**config.mk**
```make
export PLATFORM = sky130hd
export DESIGN_NAME = queue_host_flat
export DESIGN_NICKNAME = d
export VERILOG_FILES = /design/src/rtl/queue_pkg.sv /design/src/rtl/queue_if.sv /design/src/rtl/queue_host.sv /design/src/flat_wrapper.sv
export SDC_FILE = /design/constraint.sdc
export NUM_CORES = 1
export LEC_CHECK = 0
export BUFFER_PORTS_ARGS = -buffer_cell sky130_fd_sc_hd__buf_2
export CAP_MARGIN = 40
export CORE_ASPECT_RATIO = 0.9
export CORE_MARGIN = 3
export CORE_UTILIZATION = 41
export DETAILED_ROUTE_END_ITERATION = 10
export PLACE_DENSITY = 0.67
export SLEW_MARGIN = 20
export SYNTH_ARGS = -nofsm -noshare
export SYNTH_HDL_FRONTEND = slang
export SYNTH_SLANG_ARGS = --single-unit
```
**constraint.sdc**
```tcl
create_clock -name clk -period 2.4 [get_ports clk]
set_clock_uncertainty 0.05 [all_clocks]
set_input_delay 0 -clock clk [delete_from_list [all_inputs] [get_ports clk]]
set_output_delay 0 -clock clk [all_outputs]
set_load 0.1 [all_outputs]
```
**src/rtl/queue_pkg.sv**
```systemverilog
// Functional notes
// - one 64-byte queue, both directions
// - host write stores byte, advances write pointer
// - host read returns byte, advances read pointer
// - seven-bit fill count is pointer distance
// - engine shares queue; host avoids stray accesses
// - host access limited per active command
// - send-then-receive: host tracks current direction
// - nvm read: arguments written, then only reads
// - purge resets pointers, count, overrun flag
// - near full when 64 minus count <= threshold
// - near empty when count <= threshold
// - overrun flag readable with irq and alerts
// - interrupt on near-empty request and flag
// - interrupt on near-full request and flag
// - threshold resets to eight
// - request drives interrupt only when enabled
`default_nettype none
package queue_pkg;
	// ==========================================
	// queue geometry
	localparam int DEPTH = 64;
	localparam logic [6:0] FILL_MAX = 7'h40;
	// ==========================================
	// device register port map
	localparam logic [2:0] REG_DATA = 3'h0;
	localparam logic [2:0] REG_FILL = 3'h1;
	localparam logic [2:0] REG_STAT = 3'h2;
	localparam logic [2:0] REG_CTRL = 3'h3;
	localparam logic [2:0] REG_THR = 3'h4;
	localparam logic [2:0] REG_IEN = 3'h5;
	localparam logic [2:0] REG_IREQ = 3'h6;
	localparam int ST_NEAR_EMPTY = 0;
	localparam int ST_NEAR_FULL = 1;
	localparam int ST_OVERRUN = 2;
	localparam int ST_IRQ = 3;
	localparam int CTRL_PURGE = 0;
	localparam logic [5:0] THR_RESET = 6'h08;
	// ==========================================
	// host controller register map (word index)
	localparam logic [2:0] HR_CMD = 3'h0;
	localparam logic [2:0] HR_ADDR = 3'h1;
	localparam logic [2:0] HR_WDATA = 3'h2;
	localparam logic [2:0] HR_GO = 3'h3;
	localparam logic [2:0] HR_RESULT = 3'h4;
	localparam logic [2:0] HR_STAT = 3'h5;
	localparam logic [2:0] HR_MASK = 3'h6;
	localparam int CMD_PHASE = 4;
	localparam int GO_READ = 0;
	localparam int HS_BUSY = 0;
	localparam int HS_DONE = 1;
	localparam int HS_REFUSED = 2;
	localparam int HS_DEVIRQ = 3;
	// ==========================================
	// active command codes
	localparam logic [3:0] CMD_STARTUP = 4'h0;
	localparam logic [3:0] CMD_IDLE = 4'h1;
	localparam logic [3:0] CMD_TRANSMIT = 4'h2;
	localparam logic [3:0] CMD_RECEIVE = 4'h3;
	localparam logic [3:0] CMD_TRANSCEIVE = 4'h4;
	localparam logic [3:0] CMD_NVM_WRITE = 4'h5;
	localparam logic [3:0] CMD_NVM_READ = 4'h6;
	localparam logic [3:0] CMD_KEY_NVM = 4'h7;
	localparam logic [3:0] CMD_KEY_QUEUE = 4'h8;
	localparam logic [3:0] CMD_AUTH_ONE = 4'h9;
	localparam logic [3:0] CMD_AUTH_TWO = 4'hA;
	localparam logic [3:0] CMD_CONFIG_LOAD = 4'hB;
	localparam logic [3:0] CMD_CHECKSUM = 4'hC;
	// ==========================================
	// host link sequencer
	typedef enum logic [1:0] {
		LK_IDLE = 2'b01,
		LK_WAIT = 2'b10
	} link_state_t;
endpackage
`default_nettype wire

```
**src/rtl/queue_if.sv**
```systemverilog
`default_nettype none
// register port between host controller and queue device
interface queue_if;
	logic req;
	logic wr;
	logic [2:0] addr;
	logic [7:0] wdata;
	logic ack;
	logic [7:0] rdata;
	logic irq;
	modport dev_mp (input req, input wr, input addr, input wdata,
		output ack, output rdata, output irq);
	modport host_mp (output req, output wr, output addr, output wdata,
		input ack, input rdata, input irq);
endinterface
`default_nettype wire

```
**src/rtl/queue_host.sv**
```systemverilog
`default_nettype none
module queue_host (
	input wire logic clk,
	input wire logic srst,
	queue_if.host_mp bus,
	input wire logic [2:0] avs_address,
	input wire logic avs_read,
	input wire logic avs_write,
	input wire logic [31:0] avs_writedata,
	output logic [31:0] avs_readdata,
	output logic avs_waitrequest,
	output logic irq
);
	// ==========================================
	// state
	queue_pkg::link_state_t state_ff;
	logic wait_ff;
	logic [31:0] readdata_ff;
	logic [3:0] cmd_ff;
	logic phase_ff;
	logic args_done_ff;
	logic [2:0] laddr_ff;
	logic [7:0] lwdata_ff;
	logic [7:0] result_ff;
	logic [3:1] sticky_ff;
	logic [3:1] mask_ff;
	logic irq_ff;
	logic req_ff;
	logic wr_ff;
	logic [2:0] addr_ff;
	logic [7:0] wdata_ff;
	logic [31:0] rd_mux;

	// ==========================================
	// bus decode
	wire acc = (avs_read | avs_write) & wait_ff;
	wire wr_acc = acc & avs_write;
	wire rd_acc = acc & avs_read;
	wire idle = (state_ff == queue_pkg::LK_IDLE);
	wire go = wr_acc & (avs_address == queue_pkg::HR_GO);
	wire go_rd = avs_writedata[queue_pkg::GO_READ];
	wire is_queue = (laddr_ff == queue_pkg::REG_DATA);

	// per-command queue permissions
	wire tx_cmd = (cmd_ff == queue_pkg::CMD_TRANSMIT)
		| (cmd_ff == queue_pkg::CMD_NVM_WRITE)
		| (cmd_ff == queue_pkg::CMD_KEY_NVM)
		| (cmd_ff == queue_pkg::CMD_KEY_QUEUE)
		| (cmd_ff == queue_pkg::CMD_AUTH_ONE)
		| (cmd_ff == queue_pkg::CMD_CONFIG_LOAD)
		| (cmd_ff == queue_pkg::CMD_CHECKSUM);
	wire xcv = (cmd_ff == queue_pkg::CMD_TRANSCEIVE);
	wire nvm_rd = (cmd_ff == queue_pkg::CMD_NVM_READ);
	wire may_wr = tx_cmd | (xcv & ~phase_ff)
		| (nvm_rd & ~args_done_ff);
	wire may_rd = (cmd_ff == queue_pkg::CMD_RECEIVE)
		| (xcv & phase_ff) | nvm_rd;
	wire allowed = ~is_queue | (go_rd ? may_rd : may_wr);
	wire launch = go & idle & allowed;
	wire refuse = go & idle & ~allowed;
	wire done = ~idle & bus.ack;
	wire [3:1] events = {bus.irq, refuse, done};
	wire [3:1] st_clr = (rd_acc && avs_address == queue_pkg::HR_STAT)
		? 3'h7 : 3'h0;

	// register read selection
	always_comb begin
		case (avs_address)
			queue_pkg::HR_CMD: rd_mux = {27'h0, phase_ff, cmd_ff};
			queue_pkg::HR_ADDR: rd_mux = {29'h0, laddr_ff};
			queue_pkg::HR_WDATA: rd_mux = {24'h0, lwdata_ff};
			queue_pkg::HR_RESULT: rd_mux = {24'h0, result_ff};
			queue_pkg::HR_STAT: rd_mux = {28'h0, sticky_ff, ~idle};
			queue_pkg::HR_MASK: rd_mux = {28'h0, mask_ff, 1'b0};
			default: rd_mux = 32'h0;
		endcase
	end

	// ==========================================
	// avalon slave: one low waitrequest cycle per access
	always_ff @(posedge clk) begin
		if (srst) begin
			wait_ff <= 1'b1;
			readdata_ff <= 32'h0;
		end else begin
			wait_ff <= ~acc;
			if (rd_acc) begin
				readdata_ff <= rd_mux;
			end
		end
	end

	// software registers
	always_ff @(posedge clk) begin
		if (srst) begin
			cmd_ff <= queue_pkg::CMD_STARTUP;
			phase_ff <= 1'b0;
			laddr_ff <= 3'h0;
			lwdata_ff <= 8'h00;
			mask_ff <= 3'h0;
		end else if (wr_acc) begin
			case (avs_address)
				queue_pkg::HR_CMD: begin
					cmd_ff <= avs_writedata[3:0];
					phase_ff <= avs_writedata[queue_pkg::CMD_PHASE];
				end
				queue_pkg::HR_ADDR: laddr_ff <= avs_writedata[2:0];
				queue_pkg::HR_WDATA: lwdata_ff <= avs_writedata[7:0];
				queue_pkg::HR_MASK: mask_ff <= avs_writedata[3:1];
				default: ;
			endcase
		end
	end

	// argument phase of nvm read ends at first queue read
	always_ff @(posedge clk) begin
		if (srst || (wr_acc && avs_address == queue_pkg::HR_CMD)) begin
			args_done_ff <= 1'b0;
		end else if (launch && is_queue && go_rd) begin
			args_done_ff <= 1'b1;
		end
	end

	// sticky status, read clears, event wins; masked level irq
	always_ff @(posedge clk) begin
		if (srst) begin
			sticky_ff <= 3'h0;
			irq_ff <= 1'b0;
		end else begin
			sticky_ff <= (sticky_ff & ~st_clr) | events;
			irq_ff <= |(sticky_ff & mask_ff);
		end
	end

	// link sequencer: one request, wait for the answer
	always_ff @(posedge clk) begin
		if (srst) begin
			state_ff <= queue_pkg::LK_IDLE;
			req_ff <= 1'b0;
			wr_ff <= 1'b0;
			addr_ff <= 3'h0;
			wdata_ff <= 8'h00;
			result_ff <= 8'h00;
		end else begin
			req_ff <= 1'b0;
			case (state_ff)
				queue_pkg::LK_IDLE: begin
					if (launch) begin
						req_ff <= 1'b1;
						wr_ff <= ~go_rd;
						addr_ff <= laddr_ff;
						wdata_ff <= lwdata_ff;
						state_ff <= queue_pkg::LK_WAIT;
					end
				end
				queue_pkg::LK_WAIT: begin
					if (bus.ack) begin
						if (!wr_ff) begin
							result_ff <= bus.rdata;
						end
						state_ff <= queue_pkg::LK_IDLE;
					end
				end
				default: state_ff <= queue_pkg::LK_IDLE;
			endcase
		end
	end

	// ==========================================
	// outputs
	assign avs_readdata = readdata_ff;
	assign avs_waitrequest = wait_ff;
	assign irq = irq_ff;
	assign bus.req = req_ff;
	assign bus.wr = wr_ff;
	assign bus.addr = addr_ff;
	assign bus.wdata = wdata_ff;
endmodule // queue_host
`default_nettype wire

```
**src/flat_wrapper.sv**
```systemverilog
// flat-port wrapper written by rule: the top's interface ports become plain ports
module queue_host_flat 
  (clk, srst, avs_address, avs_read, avs_write, avs_writedata, avs_readdata, avs_waitrequest, irq, bus_req, bus_wr, bus_addr, bus_wdata, bus_ack, bus_rdata, bus_irq);
  queue_if bus_i ();
  input wire logic clk;
  input wire logic srst;
  input wire logic [2:0] avs_address;
  input wire logic avs_read;
  input wire logic avs_write;
  input wire logic [31:0] avs_writedata;
  output logic [31:0] avs_readdata;
  output logic avs_waitrequest;
  output logic irq;
  output wire logic [$bits(bus_i.req)-1:0] bus_req;
  output wire logic [$bits(bus_i.wr)-1:0] bus_wr;
  output wire logic [$bits(bus_i.addr)-1:0] bus_addr;
  output wire logic [$bits(bus_i.wdata)-1:0] bus_wdata;
  input wire logic [$bits(bus_i.ack)-1:0] bus_ack;
  input wire logic [$bits(bus_i.rdata)-1:0] bus_rdata;
  input wire logic [$bits(bus_i.irq)-1:0] bus_irq;
  assign bus_req = bus_i.req;
  assign bus_wr = bus_i.wr;
  assign bus_addr = bus_i.addr;
  assign bus_wdata = bus_i.wdata;
  assign bus_i.ack = bus_ack;
  assign bus_i.rdata = bus_rdata;
  assign bus_i.irq = bus_irq;
  queue_host u_core (.clk(clk), .srst(srst), .bus(bus_i), .avs_address(avs_address), .avs_read(avs_read), .avs_write(avs_write), .avs_writedata(avs_writedata), .avs_readdata(avs_readdata), .avs_waitrequest(avs_waitrequest), .irq(irq));
endmodule
```
==> parameters.txt <==
Parameter                              Value

Drt
  Drt via density    4.88
  Pre-antenna DRT Iters    4
  Via count of the routed design    2067
  Post-route antenna net violation count    0
  Total wirelength of the detailed-routed design    5800 microns
  Violation count after the first detailed-routing iteration    106
  DRC violation count after routing    0
  WL/cell    13.7 microns

Finish
  Non-filler instance count after layout    424
  Filler Cell Count    567
  Area delta synth->final    19.3%
  Count of nets after finishing    388
  Antenna diode instance count    0
  Share of final-layout standard cells stronger than drive strength 1    20.0%

Synth
  Post-synthesis instance area    2590 sq um
  Synthesized area per cell    9.35 sq um
  Sequential area share after synthesis    43.3%
  Adder and majority cell fraction of the synthesized area    0%
  Biggest area consumer among synthesized cells    sky130_fd_sc_hd__dfxtp_1
  Synthesis-stage register bit count    56
  Synth top area cells    sky130_fd_sc_hd__dfxtp_1, sky130_fd_sc_hd__mux2i_1, sky130_fd_sc_hd__buf_4, sky130_fd_sc_hd__nor2_1, sky130_fd_sc_hd__nand2_1
  Simple-Gate Fraction of Synth Area    16.3%
  Post-synthesis xor/xnor area fraction    0.338%
  Number of cells produced by synthesis    277
  Fraction of registers with async set/reset    0%
  Synth Area in Compound Gates    12.1%
  Dominant cell by count in the synthesized netlist    sky130_fd_sc_hd__dfxtp_1
  Synth unique cells    47
  Most instantiated cells after synthesis    sky130_fd_sc_hd__dfxtp_1, sky130_fd_sc_hd__mux2i_1, sky130_fd_sc_hd__nor2_1
  Number of synthesized flops with an enable pin    0
  Combinational family with the most area after synthesis    multiplexers
  Primary flip-flop cell chosen by synthesis mapping    sky130_fd_sc_hd__dfxtp_1
  Fraction of synthesized cell area taken by the top area cell type    43.3%
  Portion of netlist area occupied by mux cells    17.5%
  Count of warnings emitted by yosys    0

Worst setup path
  Category of the worst setup path launch point    flip-flop
  Type of element capturing the critical path    flip-flop
  Reg-to-reg setup timing slack    0.51 ns
  Critical path fanouts, max    12
  Type of the worst setup path    reg2reg
  FF-to-FF path depth    6
  Reg2Reg Launch Point    u_core.cmd_ff[2]
  Cell-by-cell trace of the critical path    nand2b_1 > a21o_1 > a221o_1 > a21boi_4 > buf_4 > mux2i_1
  Data required time at the worst endpoint    2.60 ns
  Max incr delay on CP    0.48 ns
  Cell class contributing the biggest share of worst-path delay    compound AO/OA/AOI/OAI gates
  Buffers & Inverters on Critical Path    1
  Critical Path AT    2.10 ns
  Library cell contributing the largest single delay on the critical path    sky130_fd_sc_hd__dfxtp_1
  Capture point of the worst reg-to-reg path    u_core.bus.wdata[5]

Min path
  Worst Hold Class    in2reg
  Hold Path Stages    3
  Endpoint, Worst Hold    u_core.state_ff[0]
  Hold path startpoint    srst

Timing
  Worst hold slack    0.0897 ns
  Fmax    528 MHz
  Slew @ Worst Pin    0.585 ns
  Count of endpoints failing setup in the final report    0
  Max Slew Vio Count    0
  Max_slew headroom    60.9%
  Portion of the clock cycle consumed by the worst path in the final layout    78.9%
  Unrepaired setup endpoints after global routing    no
  Total Negative Setup Slacks    0 ns
  Number of failing hold endpoints at the final stage    0
  Post-route minimum period    1.89 ns

CTS
  Worst skew pair latency    0.31 ns
  Master cell of the clock root buffer    sky130_fd_sc_hd__clkbuf_8
  Clock sink count    56
  Clock-pin slew of the registers on the worst-case setup and hold paths    0.11 ns
  Clock buffer count from CTS    5
  Clock tree from TritonCTS    yes
  Total number of H-tree levels    2
  Post-CTS resize count    0
  Buffer levels on the longest clock path    2

Floorplanning
  Top-level port count    96
  Number of placement rows    26
  Initial Util    44.0%
  Die height    81.4 microns
  Placeable core region    5890 sq um
  Area of the die    7300 sq um
  Die width    89.8 microns

Placement
  Inst Count DP    396
  Number of buffers inserted by port buffering    47
  Post-detail-place hpwl    4260 microns
  Gp weighted congestion    0.825

Pwr
  Reported leakage power    1.33 nW
  Max VDD drop    0.339 mV
  Logic pwr share    19.7%
  Switching portion of total power    33.8%
  Net switching power of the design    627 uW
  Internal power    1.23 mW
  Clock group share of total power    28.8%
  Pwr Density    600 nW/um^2
  Proportion of power drawn by flip-flops and latches    51.5%

Outcome
  Outcome    completed

Global routing
  Wire length of the first global-routing pass    9380 microns
  Vias in the first global route    1876
  Pin count of the biggest net entering global routing    42
  Number of antenna violations at the first check in global routing    0
  GRT Total Usage    16.1%
  Remaining global-route overflow    0

Run
  Count of maximum capacitance violations    0
## flip-flops by register name, summed over array words and instances, names as in the netlist, 3 cells and up
name,count
u_core.avs_readdata,8
u_core.bus.wdata,8
u_core.laddr_ff,3
u_core.result_ff,8
u_core.lwdata_ff,8
u_core.bus.addr,3
u_core.mask_ff,3
u_core.cmd_ff,4
u_core.sticky_ff,3
## routing by layer
metal	vias up	wire length [microns]	global-route usage [%]
li1	1037	-	-
met1	969	2790	21.7
met2	55	2610	25.8
met3	6	344	3.89
met4	0	53	4.59
met5	-	0	0
## what timing repair did
| action | in CTS | in global routing |
|---|---|---|
| buffers inserted | 0 | 0 |
| endpoints found under the hold margin | 31 | 0 |
| hold buffers | 20 | 0 |
## how the worst max path moves through the flow
stage,from,to,slack [ns],depth (start not counted)
finish,u_core.cmd_ff[2],u_core.bus.wdata[5],0.51,6
global route,u_core.cmd_ff[2],u_core.bus.addr[1],0.38,6
CTS,u_core.cmd_ff[2],u_core.bus.addr[1],0.50,6
detailed placement,u_core.cmd_ff[2],u_core.bus.addr[1],0.53,6
global placement,u_core.cmd_ff[2],u_core.bus.wdata[5],0.57,6
floorplan,u_core.avs_waitrequest,u_core.bus.wr,0.15,4
## layout by cell type (no fill, tap or decap), types with 2 or more instances in the layout
master	n
sky130_fd_sc_hd__mux2i_1	42
sky130_fd_sc_hd__nand2b_1	3
sky130_fd_sc_hd__buf_2	47
sky130_fd_sc_hd__nor2_1	41
sky130_fd_sc_hd__nor2b_1	3
sky130_fd_sc_hd__o211a_1	2
sky130_fd_sc_hd__a22o_1	3
sky130_fd_sc_hd__o221ai_1	2
sky130_fd_sc_hd__inv_1	2
sky130_fd_sc_hd__clkbuf_8	5
sky130_fd_sc_hd__a21oi_1	5
sky130_fd_sc_hd__and3_1	3
sky130_fd_sc_hd__a31oi_1	2
sky130_fd_sc_hd__o211ai_1	2
sky130_fd_sc_hd__buf_4	4
sky130_fd_sc_hd__nor3_1	3
sky130_fd_sc_hd__or3_1	2
sky130_fd_sc_hd__nand2_1	29
sky130_fd_sc_hd__dlygate4sd3_1	20
sky130_fd_sc_hd__a22oi_1	5
sky130_fd_sc_hd__o22ai_1	2
sky130_fd_sc_hd__conb_1	24
sky130_fd_sc_hd__dfxtp_1	56
sky130_fd_sc_hd__o21ai_0	6
## final cells by class
cell class / instances / area (sq um) / share of cell area, %
sequential: 56 / 1120 / 36.3
clock inverter: 3 / 22.5 / 0.729
timing repair buffer: 71 / 465 / 15.1
multi-input combinational: 202 / 1290 / 41.9
tap: 84 / 105 / 3.40
clock buffer: 5 / 68.8 / 2.23
inverter: 3 / 11.3 / 0.365
## power by group through the flow
| stage | sequential, mW | clock [mW] | combinational, mW |
|---|---|---|---|
| 2_1_floorplan | 1.02 | 0 | 0.273 |
| 3_3_place_gp | 0.976 | 0 | 0.336 |
| 3_5_place_dp | 0.977 | 0 | 0.338 |
| 4_1_cts | 0.956 | 0.542 | 0.363 |
| 5_1_grt | 0.958 | 0.577 | 0.383 |
| 6_report | 0.955 | 0.534 | 0.364 |
## worst reg2reg max path, delay by kind of cell (launching register included)
kind / cells / cell delay [ns]
buffers and inverters: 1 / 0.25
AOI/OAI and AO/OA: 3 / 0.75
muxes: 1 / 0.22
DFF: 1 / 0.48
and+or+nand+nor: 1 / 0.09
## through the flow
step                instance area (sq um)  power, mW  setup WS (ns)  util [%]
floorplan                            2680       1.29          0.152         -
global placement                     2800       1.31          0.565      47.5
detailed placement                   2800       1.31          0.530      47.5
CTS                                  3090       1.86          0.505      52.5
global route                         3090       1.92          0.376      52.5
finish                               3090       1.85          0.506      52.5
## kinds of logic (layout without fill, tap and decap cells)
kind of cell,count (synthesis),in the layout
compound gates,41,41
xor+xnor,1,1
buf+inv,42,82
flops,56,56
mux,44,44
other cells,1,24
simple gates,92,92
No activity file was read; power rests on OpenSTA's default activity.
